$ cat src/rtl/pscr_pkg.sv
// Purpose: shared constants and types for protection stage config routing
// Assumes: one 100 MHz clock, register port with 8-bit index addresses
// Notes: stage order is low phase, high phase, low earth, high earth
package pscr_pkg;
    // ------------------------------------------------------------
    // register map (word indices)
    // ------------------------------------------------------------
    localparam logic [7:0] PSCR_ADDR_FSW2 = 8'h00;
    localparam logic [7:0] PSCR_ADDR_BLK = 8'h01;
    localparam logic [7:0] PSCR_ADDR_STAT = 8'h02;
    localparam logic [7:0] PSCR_ADDR_IRQST = 8'h03;
    localparam logic [7:0] PSCR_ADDR_IRQMSK = 8'h04;
    localparam logic [7:0] PSCR_ADDR_CMD = 8'h05;
    // ------------------------------------------------------------
    // reset values
    // ------------------------------------------------------------
    localparam logic [7:0] PSCR_FSW2_RST = 8'h00;
    localparam logic [7:0] PSCR_BLK_RST = 8'h00;
    localparam logic [7:0] PSCR_MSK_RST = 8'h00;
    // ------------------------------------------------------------
    // field positions
    // ------------------------------------------------------------
    localparam int PSCR_F_HP_OOS = 4;
    localparam int PSCR_F_HE_OOS = 5;
    localparam int PSCR_F_AR1_HP = 6;
    localparam int PSCR_F_AR3_HE = 7;
    localparam int PSCR_B_BANK_EXT = 4;
    localparam int PSCR_C_BANK = 0;
    localparam int PSCR_C_RESET = 1;
    localparam int PSCR_STG_LP = 0;
    localparam int PSCR_STG_HP = 1;
    localparam int PSCR_STG_LE = 2;
    localparam int PSCR_STG_HE = 3;

    typedef struct packed {
        logic [7:0] addr;
        logic [7:0] wdata;
        logic wr;
        logic rd;
    } pscr_req_t;

    typedef enum logic [0:0] {
        PSCR_BANK_MAIN,
        PSCR_BANK_SECOND
    } pscr_bank_t;
endpackage : pscr_pkg

$ cat src/rtl/pscr_sync.sv
// Purpose: two-flop synchroniser for a vector of pin levels
// Assumes: inputs asynchronous to core_clk
// Notes: first stage read only by the second stage
`timescale 1ns/10ps
module pscr_sync #(
    parameter int W = 8
) (
    input wire logic core_clk, // clock
    input wire logic rst_b, // async reset
    input wire logic [W-1:0] d, // async input
    output logic [W-1:0] q // synchronised output
);
    logic [W-1:0] meta_r;
    always_ff @(posedge core_clk or negedge rst_b) begin
        if (!rst_b) begin
            meta_r <= '0;
            q <= '0;
        end else begin
            meta_r <= d;
            q <= meta_r;
        end
    end
endmodule : pscr_sync

$ cat src/rtl/pscr_top.sv
// Purpose: configuration and routing for four protection stages
// Assumes: raw stage starts/operates arrive as async levels
// Notes: registers reached over a plain strobe port
//
// Overview of operation
// RL1: switch bit 0 gives auto-clearing start indication
// RL2: bits 1-4 select manual hold per stage
// RL3: bit 5 disables high phase stage, dashed display
// RL4: bit 6 disables high earth stage, dashed display
// RL5: bit 7 routes high phase start to AR1
// RL6: bit 7 clear keeps high phase off AR1/SS3
// RL7: AR1 and third signal output always identical
// RL8: bit 8 picks low/high earth start for AR3
// RL9: second function group resets to zero
// RL10: blocking bits 1-4 let block input inhibit stage
// RL11: blocking bits zero means nothing blocked
// RL12: bank bit 0 selects bank by serial command
// RL13: bank bit 1, input low gives main bank
// RL14: bank bit 1, input high gives second bank
// RL15: blocking group resets to zero
// RL16: blocked or disabled stage outputs stay inactive
// RL17: manual indication clears only on reset action; the code also clears it when its switch bit is written to 0
//
// Local design decisions: the register offsets and the strobed register port.
`timescale 1ns/10ps
module pscr_top
    import pscr_pkg::*;
(
    input wire logic core_clk, // 100 MHz clock
    input wire logic rst_b, // async reset, active low
    input wire logic [7:0] reg_addr, // register index
    input wire logic [7:0] reg_wdata, // write data
    input wire logic reg_wr, // write strobe
    input wire logic reg_rd, // read strobe
    output logic [7:0] reg_rdata, // read data, cycle after strobe
    input wire logic [3:0] stage_start_raw, // raw stage starts
    input wire logic [3:0] stage_operate_raw, // raw stage operates
    input wire logic external_block_input, // block/control pin
    input wire logic indication_reset, // manual reset pin
    output logic [3:0] stage_start, // gated starts
    output logic [3:0] stage_operate, // gated operates
    output logic [3:0] start_indication, // start indicators
    output logic [1:0] out_of_service_display, // dashed display hp, he
    output logic autoreclose_output_first, // auto-reclose output 1
    input wire logic signal_output_third_alt, // other source for SS3 path
    output logic signal_output_third, // signal output 3
    output logic autoreclose_output_third, // auto-reclose output 3
    output logic setting_bank, // 0 main, 1 second
    output logic irq // level interrupt
);
    // ------------------------------------------------------------
    // state
    // ------------------------------------------------------------
    typedef struct packed {
        logic [7:0] fsw2;
        logic [7:0] blk;
        logic [3:0] msk;
        logic [3:0] ist;
        logic serial_bank;
        logic [7:0] rdata;
        logic [3:0] start;
        logic [3:0] oper;
        logic [3:0] ind;
        logic [1:0] oos;
        logic ar1;
        logic ss3;
        logic ar3;
        logic bank;
        logic irq;
        logic rst_prev;
    } pscr_state_t;

    pscr_state_t st_r;
    pscr_state_t st_nxt;
    pscr_req_t req;
    logic [5:0] sync_q;
    logic [3:0] sr_start;
    logic [3:0] sr_oper;
    logic sr_blk;
    logic sr_rst;

    assign req = '{addr: reg_addr, wdata: reg_wdata, wr: reg_wr, rd: reg_rd};

    // ------------------------------------------------------------
    // pin synchronisers
    // ------------------------------------------------------------
    pscr_sync #(.W(8)) u_sync (
        .core_clk(core_clk),
        .rst_b(rst_b),
        .d({signal_output_third_alt, indication_reset, external_block_input,
            stage_operate_raw, stage_start_raw[3]}),
        .q({sync_q[5], sr_rst, sr_blk, sr_oper, sync_q[0]})
    );
    pscr_sync #(.W(3)) u_sync_s (
        .core_clk(core_clk),
        .rst_b(rst_b),
        .d(stage_start_raw[2:0]),
        .q(sr_start[2:0])
    );
    assign sr_start[3] = sync_q[0];
    assign sync_q[4:1] = 4'h0;

    function automatic logic is_addr(input logic [7:0] a, input logic [7:0] b);
        is_addr = (a == b);
    endfunction : is_addr

    logic [3:0] enable_v;
    logic [3:0] blocked_v;
    logic [3:0] live_start;
    logic [3:0] set_ev;

    always_comb begin
        st_nxt = st_r;
        // RL3 RL4 out of service
        enable_v = 4'hF;
        enable_v[PSCR_STG_HP] = ~st_r.fsw2[PSCR_F_HP_OOS];
        enable_v[PSCR_STG_HE] = ~st_r.fsw2[PSCR_F_HE_OOS];
        // RL10 RL11 blocking per stage
        blocked_v = st_r.blk[3:0] & {4{sr_blk}};
        // RL16 gate stage signals
        live_start = sr_start & enable_v & ~blocked_v;
        st_nxt.start = live_start;
        st_nxt.oper = sr_oper & enable_v & ~blocked_v;
        st_nxt.oos = {st_r.fsw2[PSCR_F_HE_OOS], st_r.fsw2[PSCR_F_HP_OOS]};
        st_nxt.rst_prev = sr_rst;
        // RL1 RL2 RL17 indication modes
        for (int i = 0; i < 4; i++) begin
            if (st_r.fsw2[i]) begin
                if (live_start[i]) begin
                    st_nxt.ind[i] = 1'b1;
                end else if (sr_rst && !st_r.rst_prev) begin
                    st_nxt.ind[i] = 1'b0;
                end
            end else begin
                st_nxt.ind[i] = live_start[i];
            end
        end
        // RL5 RL6 RL7 first auto-reclose and SS3 shared
        if (st_r.fsw2[PSCR_F_AR1_HP]) begin
            st_nxt.ar1 = live_start[PSCR_STG_HP];
        end else begin
            st_nxt.ar1 = sync_q[5];
        end
        st_nxt.ss3 = st_nxt.ar1;
        // RL8 third auto-reclose source
        st_nxt.ar3 = st_r.fsw2[PSCR_F_AR3_HE] ? live_start[PSCR_STG_HE]
                                              : live_start[PSCR_STG_LE];
        // RL12 RL13 RL14 bank selection
        if (st_r.blk[PSCR_B_BANK_EXT]) begin
            st_nxt.bank = sr_blk ? PSCR_BANK_SECOND : PSCR_BANK_MAIN;
        end else begin
            st_nxt.bank = st_r.serial_bank;
        end
        // interrupt events: start rising edges
        set_ev = live_start & ~st_r.start;
        // register writes
        if (req.wr) begin
            if (is_addr(req.addr, PSCR_ADDR_FSW2)) begin
                st_nxt.fsw2 = req.wdata;
            end
            if (is_addr(req.addr, PSCR_ADDR_BLK)) begin
                st_nxt.blk = req.wdata;
            end
            if (is_addr(req.addr, PSCR_ADDR_IRQMSK)) begin
                st_nxt.msk = req.wdata[3:0];
            end
            if (is_addr(req.addr, PSCR_ADDR_IRQST)) begin
                st_nxt.ist = st_r.ist & ~req.wdata[3:0];
            end
            if (is_addr(req.addr, PSCR_ADDR_CMD)) begin
                st_nxt.serial_bank = req.wdata[PSCR_C_BANK];
                if (req.wdata[PSCR_C_RESET]) begin
                    st_nxt.ind = st_nxt.ind & ~(st_r.fsw2[3:0] & ~live_start);
                end
            end
        end
        st_nxt.ist = st_nxt.ist | set_ev;
        st_nxt.irq = |(st_nxt.ist & st_nxt.msk);
        // register reads
        st_nxt.rdata = 8'h00;
        if (req.rd) begin
            case (req.addr)
                PSCR_ADDR_FSW2: st_nxt.rdata = st_r.fsw2;
                PSCR_ADDR_BLK: st_nxt.rdata = st_r.blk;
                PSCR_ADDR_STAT: st_nxt.rdata = {st_r.bank, st_r.oos, 1'b0, st_r.ind};
                PSCR_ADDR_IRQST: st_nxt.rdata = {4'h0, st_r.ist};
                PSCR_ADDR_IRQMSK: st_nxt.rdata = {4'h0, st_r.msk};
                PSCR_ADDR_CMD: st_nxt.rdata = {7'h00, st_r.serial_bank};
                default: st_nxt.rdata = 8'h00;
            endcase
        end
    end

    always_ff @(posedge core_clk or negedge rst_b) begin
        if (!rst_b) begin
            st_r <= '0;
            // RL9 RL15 switch groups reset to zero
            st_r.fsw2 <= PSCR_FSW2_RST;
            st_r.blk <= PSCR_BLK_RST;
            st_r.msk <= PSCR_MSK_RST[3:0];
        end else begin
            st_r <= st_nxt;
        end
    end

    assign reg_rdata = st_r.rdata;
    assign stage_start = st_r.start;
    assign stage_operate = st_r.oper;
    assign start_indication = st_r.ind;
    assign out_of_service_display = st_r.oos;
    assign autoreclose_output_first = st_r.ar1;
    assign signal_output_third = st_r.ss3;
    assign autoreclose_output_third = st_r.ar3;
    assign setting_bank = st_r.bank;
    assign irq = st_r.irq;

    // ------------------------------------------------------------
    // assertions
    // ------------------------------------------------------------
    property p_ar1_ss3;
        @(posedge core_clk) disable iff (!rst_b)
        autoreclose_output_first == signal_output_third;
    endproperty
    a_ar1_ss3: assert property (p_ar1_ss3) else $error("ar1 and ss3 differ"); // RL7

    property p_hp_oos;
        @(posedge core_clk) disable iff (!rst_b)
        $past(st_r.fsw2[PSCR_F_HP_OOS]) |-> !stage_start[PSCR_STG_HP];
    endproperty
    a_hp_oos: assert property (p_hp_oos) else $error("hp start while oos"); // RL3

    property p_he_oos;
        @(posedge core_clk) disable iff (!rst_b)
        $past(st_r.fsw2[PSCR_F_HE_OOS]) |-> !stage_operate[PSCR_STG_HE];
    endproperty
    a_he_oos: assert property (p_he_oos) else $error("he operate while oos"); // RL4

    property p_ar1_route;
        @(posedge core_clk) disable iff (!rst_b)
        $past(st_r.fsw2[PSCR_F_AR1_HP]) |-> autoreclose_output_first == stage_start[PSCR_STG_HP];
    endproperty
    a_ar1_route: assert property (p_ar1_route) else $error("ar1 route wrong"); // RL5

    property p_ar3_route;
        @(posedge core_clk) disable iff (!rst_b)
        autoreclose_output_third == ($past(st_r.fsw2[PSCR_F_AR3_HE]) ?
            stage_start[PSCR_STG_HE] : stage_start[PSCR_STG_LE]);
    endproperty
    a_ar3_route: assert property (p_ar3_route) else $error("ar3 route wrong"); // RL8

    property p_unblocked;
        @(posedge core_clk) disable iff (!rst_b)
        ($past(st_r.blk[3:0]) == 4'h0 && $past(sr_start) == 4'hF && $past(enable_v) == 4'hF)
            |-> stage_start == 4'hF;
    endproperty
    a_unblocked: assert property (p_unblocked) else $error("stage blocked"); // RL11

    property p_bank_ext;
        @(posedge core_clk) disable iff (!rst_b)
        $past(st_r.blk[PSCR_B_BANK_EXT]) |-> setting_bank == $past(sr_blk);
    endproperty
    a_bank_ext: assert property (p_bank_ext) else $error("bank not from input"); // RL13

    property p_auto_ind;
        @(posedge core_clk) disable iff (!rst_b)
        !$past(st_r.fsw2[PSCR_STG_LP]) |-> start_indication[0] == stage_start[0];
    endproperty
    a_auto_ind: assert property (p_auto_ind) else $error("auto indication wrong"); // RL1
endmodule : pscr_top

$ cat config.mk
export PLATFORM = sky130hd
export DESIGN_NAME = pscr_top
export DESIGN_NICKNAME = d
export VERILOG_FILES = /design/src/rtl/pscr_pkg.sv /design/src/rtl/pscr_sync.sv /design/src/rtl/pscr_top.sv
export SDC_FILE = /design/constraint.sdc
export NUM_CORES = 1
export LEC_CHECK = 0
export BUFFER_PORTS_ARGS = -buffer_cell sky130_fd_sc_hd__buf_2
export CAP_MARGIN = 10
export CORE_UTILIZATION = 49
export CTS_CLUSTER_DIAMETER = 200
export DETAILED_ROUTE_END_ITERATION = 8
export PLACE_DENSITY = 0.81
export SKIP_CTS_REPAIR_TIMING = 1
export SLEW_MARGIN = 0
export SYNTH_ARGS = -nofsm -noshare
export SYNTH_HDL_FRONTEND = slang
export SYNTH_SLANG_ARGS = --single-unit
$ cat constraint.sdc
create_clock -name core_clk -period 1.1 [get_ports core_clk]
set_input_delay 0.11 -clock core_clk [delete_from_list [all_inputs] [get_ports core_clk]]
set_output_delay 0.11 -clock core_clk [all_outputs]
set_load 0.02 [all_outputs]
### Word-level counts from Yosys, hierarchy flattened

Cells that the tools add are included.
Widths: inputs -> output; s select.

| operators by class | value |
|---|---|
| equality and inequality tests | 5 |
| mux-type cells | 25 |
| bitwise logic cells | 18 |
| reductions and logical operators | 7 |

Operators with widths:

| cell | count |
|---|---|
| $pmux 8 s6 | 1 |
| $and 4x4->4 | 10 |
| $mux 4 | 5 |
| $not 4->4 | 5 |
| $mux 1 | 17 |
| $eq 8x2->1 const B | 2 |
| $eq 8x3->1 const B | 2 |
| $mux 9 | 1 |
| $eq 8x1->1 const B | 1 |
| $logic_not 8->1 | 1 |
| $mux 8 | 1 |
| $reduce_and 2->1 | 3 |
| $or 4x4->4 | 1 |
| $reduce_or 4->1 | 1 |
| $not 1->1 | 2 |
| $logic_and 1x1->1 | 1 |
| $logic_not 1->1 | 1 |

| word-level totals | value |
|---|---|
| bits in registers | 74 |
| input bits | 31 |
| output and inout port bits | 27 |
| logic and storage cells | 74 |

### Depth between registers and ports, before layout

Gate-level depths: netlist of run 1.

| logic depth | value |
|---|---|
| word-level depth | 10 |
| depth in mapped cells | 5 |
| mapped depth without buffers | 4 |

### Modules after synthesis

From an unflattened synthesis of run 1, not the netlist that was laid out.

| second synthesis, totals | value |
|---|---|
| cells, all modules | 225 |
| area total of the unflattened synthesis | 2996.6 um^2 |

Modules (own cells, without submodules):

| module | times used | cells each | area each (um^2) | seq. area each (um^2) |
|---|---|---|---|---|
| pscr_top | 1 | 203 | 2446.1 | 1301.2 |
| pscr_sync at u_sync | 1 | 16 | 400.4 | 400.4 |
| pscr_sync at u_sync_s | 1 | 6 | 150.1 | 150.1 |

### Least setup slack after synthesis of run 1

OpenSTA, ideal clock, no wires.

| path | value |
|---|---|
| path type | input port to flip-flop |
| from | input reg_addr[3] |
| to | register st_r[28] (netlist name) |
| setup time | 0.125 ns |
| arrival time | 1.120 ns |
| required time | 0.975 ns |
| setup slack | -0.145 ns |
| stages on the path | 3 |
| path buffers | 0 |
| cell sequence | nor4_4 > and4b_1 > mux2_2 |

| on the way | value |
|---|---|
| cells in the longest elaborated chain, start to end | 2 |

RTL lines:

| element | line | text |
|---|---|---|
| from (decl) | pscr_top.sv:31 | `input wire logic [7:0] reg_addr,` |
| $eq 8x3->1 | pscr_top.sv:104 | `is_addr = (a == b);` |
| $reduce_and 2->1 (no line) | -- |  |
| to (signal assigned) | pscr_top.sv:202 | `st_r <= st_nxt;` |
| to (decl) | pscr_top.sv:73 | `pscr_state_t st_r;` |

No other way between the ends.
A chain may end at the register's enable or synchronous reset.

==> flow_metrics.env, run 1 <==
export IMPL_grt_pass1_vias=2009
export IMPL_cp_cell_sequence="a21oi_2 -> and3b_2 -> o22ai_1 -> o2111ai_1"
export IMPL_syn_instance_count=218
export IMPL_fin_nets=339
export IMPL_die_area_sq_um=6459
export IMPL_ys_seq_area_share_pct=61.54
export IMPL_drtIter0Drc=179
export IMPL_syn_cell_area_sq_um=3009
export IMPL_cts_tree="done"
export IMPL_hold_ws_ps=18.65
export IMPL_vias=2051
export IMPL_ys_ff_latch=74
export IMPL_diodes=0
export IMPL_grt_overflow_total=0
export IMPL_crit_path_end_kind="flop"
export IMPL_die_y_microns=80.37
export IMPL_vdd_drop_max_uv=963.1
export IMPL_hold_viol=0
export IMPL_slew_viol_final=0
export IMPL_grt_pass1_wl_mm=9.722
export IMPL_r2r_end="irq"
export IMPL_min_path_type="in -> reg"
export IMPL_avgSynthCellArea_sq_um=13.80
export IMPL_finClkSkew_ps=7.528
export IMPL_max_clock_path_buffers=2
export IMPL_startpoint_type="flop"
export IMPL_num_fill_cells=424
export IMPL_dp_hpwl_mm=4.365
export IMPL_tns_ps=-747.9
export IMPL_root_buffer="clkbuf_8"
export IMPL_async_flop_share_pct=100.0
export IMPL_min_to="st_r[41]"
export IMPL_final_common_cell="dfrtp_1"
export IMPL_cp_required_ps=1300
export IMPL_antenna_found_initial=0
export IMPL_setup_viol=19
export IMPL_max_clock_freq_ghz=0.8051
export IMPL_final_cell_mix="73 x dfrtp_1, 53 x buf_2, 31 x buf_4"
export IMPL_drc=0
export IMPL_hp_start="reg_wdata[4]"
export IMPL_worstRegToRegCells=4
export IMPL_critical_path_class="reg -> reg"
export IMPL_drtAntennaViolNets=0
export IMPL_regArea_sq_um=1853
export IMPL_whs_path_depth=2
export IMPL_area_growth_pct=30.39
export IMPL_violations="setup timing"
export IMPL_yosys_warnings=0
export IMPL_rsz0062_at_grt="true"
export IMPL_port_buffers=57
export IMPL_worstPathMaxFanout=7
export IMPL_p_per_area_nw_per_um2=1365
export IMPL_p_leak_nw=1.932
export IMPL_ys_flop_type="dfrtp_1"
export IMPL_grtUsageTotal_pct=21.26
export IMPL_synth_distinct_cells=41
export IMPL_rows=28
export IMPL_max_cap_viol_count=0
export IMPL_multi_input_area_sq_um=1007
export IMPL_slew_headroom_pct=75.20
export IMPL_place_gp_congestion=0.8355
export IMPL_status="complete, but fails checks"
export IMPL_place_ws_ps=-370.4
export IMPL_syn_nets=249
export IMPL_final_area_sq_um=3924
export IMPL_avgRoutedWirePerCell_microns=17.19
export IMPL_placed_area_sq_um=3508
export IMPL_grt_max_degree=75
export IMPL_clock_sinks=74
export IMPL_min_period_ps=1242
export IMPL_cts_buffers=9
export IMPL_core_area_sq_um=5921
export IMPL_r2r_start="u_sync.q[5]"
export IMPL_crit_arrival_ps=1440
export IMPL_routed_wl_mm=6.637
export IMPL_reg2reg_slack_ps=-140
export IMPL_crit_slowest_cell="dfrtp_2"
export IMPL_first_pass_iters=4
export IMPL_slowest_delay_ps=460
export IMPL_htree_num_levels=3
export IMPL_clk_pin_slew_ps=70
export IMPL_layout_worst_path_cycle_share_pct=112.9
export IMPL_routed_via_density=5.313
export IMPL_clock_latency_ps=350
export IMPL_dieWidth_microns=80.37
export IMPL_synth_edf_count=0
export IMPL_worst_pin_slew_ps=372.0
export IMPL_pin_count=58
export IMPL_start_util_pct=50.82
export IMPL_timing_final_ws_setup_ps=-142.0
export IMPL_drive_above_1_share_pct=53.70
==> flip-flops by register name, indices dropped and copies added, names as in the netlist <==
register / flops
st_r: 24
irq: 1
stage_operate: 4
out_of_service_display: 2
st_nxt: 2
u_sync.meta_r: 8
stage_start: 4
start_indication: 4
setting_bank: 1
signal_output_third: 1
u_sync_s.meta_r: 3
reg_rdata: 8
u_sync_s.q: 3
autoreclose_output_third: 1
u_sync.q: 8
==> through the flow <==
| stage | utilization, % | power (mW) | instances |
|---|---|---|---|
| final | 66.27 | 5.358 | 386 |
| after CTS | 61.94 | 5.307 | 368 |
| after detailed placement | 59.26 | 3.529 | 354 |
| after global routing | 66.27 | 5.568 | 386 |
| after floorplan | - | 3.251 | 218 |
| after global placement | 59.26 | 3.508 | 354 |
==> critical path, delay by kind of cell (launching register included) <==
family | cells | cell delay [ps]
AND/OR/NAND/NOR | 1 | 220
flip-flops | 1 | 460
AO/OA/AOI/OAI | 3 | 410
==> how the worst max path moves through the flow <==
stage,from,endpoint,slack [ps],cells past startpoint
detailed placement,reg_addr[6],irq,-370,6
global route,st_r[37],reg_rdata[0],-210,3
global placement,reg_addr[6],irq,-290,6
CTS,u_sync.q[5],irq,-200,4
finish,u_sync.q[5],irq,-140,4
floorplan,reg_addr[6],st_r[28],-130,3
==> area by class of cell <==
class,count,area share (%)
clock buffer,11,3.603
clock inverter,3,0.4464
sequential,74,47.23
inverter,11,1.052
tap,75,2.392
timing repair buffer,108,19.61
multi-input combinational,104,25.67
==> cell usage after synthesis (4+ instances only) <==
master,count,area share [%]
inv_1,11,1.4
mux4_2,4,3.0
nand3_1,4,0.67
buf_4,24,6.0
a21oi_1,8,1.3
nor2_1,7,0.87
mux2_2,19,7.1
mux2i_1,7,2.3
or2_2,4,0.83
dfrtp_1,74,62
a31o_2,4,1.2
==> per-layer routing <==
layer  GRT usage [%]  wire, microns  share of wire, %
met1           25.99           2714                41
met2           33.31           3378                51
met3           6.136            348               5.2
met4           12.68            195               2.9
met5               0              0                 0
==> cells by family after synthesis <==
kind of cell	count (synthesis)	synth area share, %
AOI/OAI and AO/OA	29	6.736
buffers and inverters	40	8.274
DFF	74	61.54
muxes	30	12.43
and+or+nand+nor	45	11.02
==> power breakdown <==
| part | leakage (nW) | total [mW] | internal [mW] | switching [mW] |
|---|---|---|---|---|
| Combinational | 0.948 | 0.663 | 0.336 | 0.327 |
| Clock | 0.0810 | 1.78 | 0.847 | 0.937 |
| Sequential | 0.904 | 2.91 | 2.84 | 0.0689 |
Power figures use the tool's default switching activity.
==> run 2: changes to the inputs <==
--- a/config.mk
+++ b/config.mk
@@ -6,11 +6,12 @@
 export NUM_CORES = 1
 export LEC_CHECK = 0
 export BUFFER_PORTS_ARGS = -buffer_cell sky130_fd_sc_hd__buf_2
-export CAP_MARGIN = 10
-export CORE_UTILIZATION = 49
+export CELL_PAD_IN_SITES_DETAIL_PLACEMENT = 1
+export CELL_PAD_IN_SITES_GLOBAL_PLACEMENT = 2
+export CORE_UTILIZATION = 33
 export CTS_CLUSTER_DIAMETER = 200
 export DETAILED_ROUTE_END_ITERATION = 8
-export PLACE_DENSITY = 0.81
+export PLACE_DENSITY = 0.8
 export SKIP_CTS_REPAIR_TIMING = 1
 export SLEW_MARGIN = 0
 export SYNTH_ARGS = -nofsm -noshare
==> run 2 against run 1 <==
The run still ends with setup timing left. Hold slack worse by 6.6 ps. Register-to-register slack gained 20 ps. Clock-buffer cell count fell by 1. Die area grew 47%. Cell area up 9.1%. Critical path depth unchanged. Non-clock buffer count is 18 higher. Maximum frequency increased by 1.9%. Cell count grew 14%. Critical endpoint unchanged.
==> flow_metrics.env, run 2 (synthesis results as in run 1) <==
export IMPL_status="complete, but fails checks"
export IMPL_violations="setup timing"
export IMPL_grtUsageTotal_pct=16.18
export IMPL_start_util_pct=34.34
export IMPL_dp_hpwl_mm=5.292
export IMPL_area_growth_pct=42.29
export IMPL_grt_overflow_total=0
export IMPL_cp_cell_sequence="a21oi_2 -> and3b_2 -> o22ai_2 -> o2111ai_2"
export IMPL_clock_sinks=74
export IMPL_place_gp_congestion=0.7983
export IMPL_cts_tree="done"
export IMPL_vias=2155
export IMPL_finClkSkew_ps=15.56
export IMPL_clk_pin_slew_ps=80
export IMPL_rows=34
export IMPL_fin_nets=357
export IMPL_slew_headroom_pct=77.22
export IMPL_min_path_type="in -> reg"
export IMPL_switching_power_mw=1.494
export IMPL_hold_viol=0
export IMPL_diodes=0
export IMPL_cp_required_ps=1320
export IMPL_power_share_sequential_pct=48.5
export IMPL_critPathLaunch="u_sync.q[5]"
export IMPL_max_clock_freq_ghz=0.8206
export IMPL_worst_pin_slew_ps=340.2
export IMPL_pin_count=58
export IMPL_die_area_sq_um=9504
export IMPL_startpoint_type="flop"
export IMPL_timing_final_ws_setup_ps=-118.6
export IMPL_hp_start="reg_wdata[5]"
export IMPL_drc=0
export IMPL_grt_pass1_vias=2189
export IMPL_clock_latency_ps=350
export IMPL_crit_path_end_kind="flop"
export IMPL_min_period_ps=1219
export IMPL_htree_num_levels=3
export IMPL_internal_power_mw=4.521
export IMPL_crit_arrival_ps=1440
export IMPL_final_common_cell="dfrtp_1"
export IMPL_cp_num_buf_inv=0
export IMPL_slew_viol_final=0
export IMPL_max_clock_path_buffers=2
export IMPL_grt_max_degree=30
export IMPL_drtIter0Drc=62
export IMPL_r2r_start="u_sync.q[5]"
export IMPL_num_fill_cells=894
export IMPL_root_buffer="clkbuf_8"
export IMPL_routed_wl_mm=7.880
export IMPL_vdd_drop_max_uv=841.4
export IMPL_avgRoutedWirePerCell_microns=17.95
export IMPL_switching_share_pct=24.83
export IMPL_dieWidth_microns=97.49
export IMPL_p_clk_share_pct=38.8
export IMPL_fin_util_pct=48.86
export IMPL_setup_viol=22
export IMPL_cp_top_family="flip-flops"
export IMPL_die_y_microns=97.49
export IMPL_place_ws_ps=-326.9
export IMPL_p_per_area_nw_per_um2=1405
export IMPL_cts_buffers=9
export IMPL_slowest_delay_ps=480
export IMPL_tns_ps=-790.9
export IMPL_rsz0062_at_grt="true"
export IMPL_core_area_sq_um=8763
export IMPL_p_leak_nw=2.091
export IMPL_routed_via_density=4.909
export IMPL_regMostFlops="st_r"
export IMPL_port_buffers=57
export IMPL_layout_worst_path_cycle_share_pct=110.8
export IMPL_largest_reg_flops=24
export IMPL_drtAntennaViolNets=0
export IMPL_critical_path_class="reg -> reg"
export IMPL_crit_slowest_cell="dfrtp_2"
export IMPL_worstPathMaxFanout=6
export IMPL_drive_above_1_share_pct=58.31
export IMPL_antenna_found_initial=0
export IMPL_max_cap_viol_count=0
export IMPL_grt_pass1_wl_mm=11.77
export IMPL_pwr_share_comb_pct=12.8
export IMPL_first_pass_iters=4
export IMPL_final_cell_mix="73 x dfrtp_1, 50 x buf_2, 45 x buf_4"
==> run 2: cell count changes in the layout (fill, tap and decap cells not counted), sizes merged <==
cell,delta
clkinvlp,+2
clkbuf,-1
clkinv,-1
buf,+18
bufinv,+2
==> run 2: power by group through the flow <==
stage | registers, mW | logic [mW] | clock network, mW
final | 2.92 | 0.768 | 2.33
after global routing | 2.93 | 0.818 | 2.49
after CTS | 2.91 | 0.634 | 2.38
after detailed placement | 2.96 | 0.629 | 0
after global placement | 2.95 | 0.613 | 0
after floorplan | 2.95 | 0.305 | 0
==> run 2: area by class of cell <==
class / count / area (sq um) / share of cell area [%]
clock buffers: 10 / 127.6 / 2.981
clock inverters: 6 / 91.34 / 2.133
inverters: 11 / 43.79 / 1.023
multi-input cells: 104 / 1071 / 25.01
flip-flops and latches: 74 / 1853 / 43.28
well taps: 108 / 135.1 / 3.156
repair buffers: 126 / 959.7 / 22.41
==> run 2: path summary, 6_finish.rpt <==
| path | endpoint | slack, ps | cells past startpoint |
|---|---|---|---|
| max in group asynchronous | setting_bank | 510 | 3 |
| worst max register to register | irq | -120 | 4 |
| worst min register to register | u_sync.q[5] | 350 | 0 |
| worst max-delay path | irq | -120 | 4 |
| min in group asynchronous | u_sync.meta_r[2] | 140 | 2 |
| worst min-delay path | st_nxt[7] | 10 | 2 |
==> run 2: stage by stage <==
step,instances,hold WS [ps],area (sq um),power [mW]
floorplan,218,-185.6,3064,3.251
global placement,396,-34.32,3645,3.562
detailed placement,396,-32.28,3645,3.587
CTS,412,-420.0,3864,5.922
global route,439,4.104,4282,6.240
finish,439,12.09,4282,6.015
==> run 2: routing by layer <==
| layer | wire [microns] | GRT usage, % |
|---|---|---|
| met5 | 0 | 0 |
| met4 | 202 | 7.466 |
| met3 | 309 | 2.662 |
| met2 | 4013 | 26.14 |
| met1 | 3355 | 21.30 |
==> run 2: worst register-to-register path, stage by stage, from the launching register on <==
cell and delay [ps]:
dfrtp_2 480, a21oi_2 100, and3b_2 220, o22ai_2 170
o2111ai_2 120
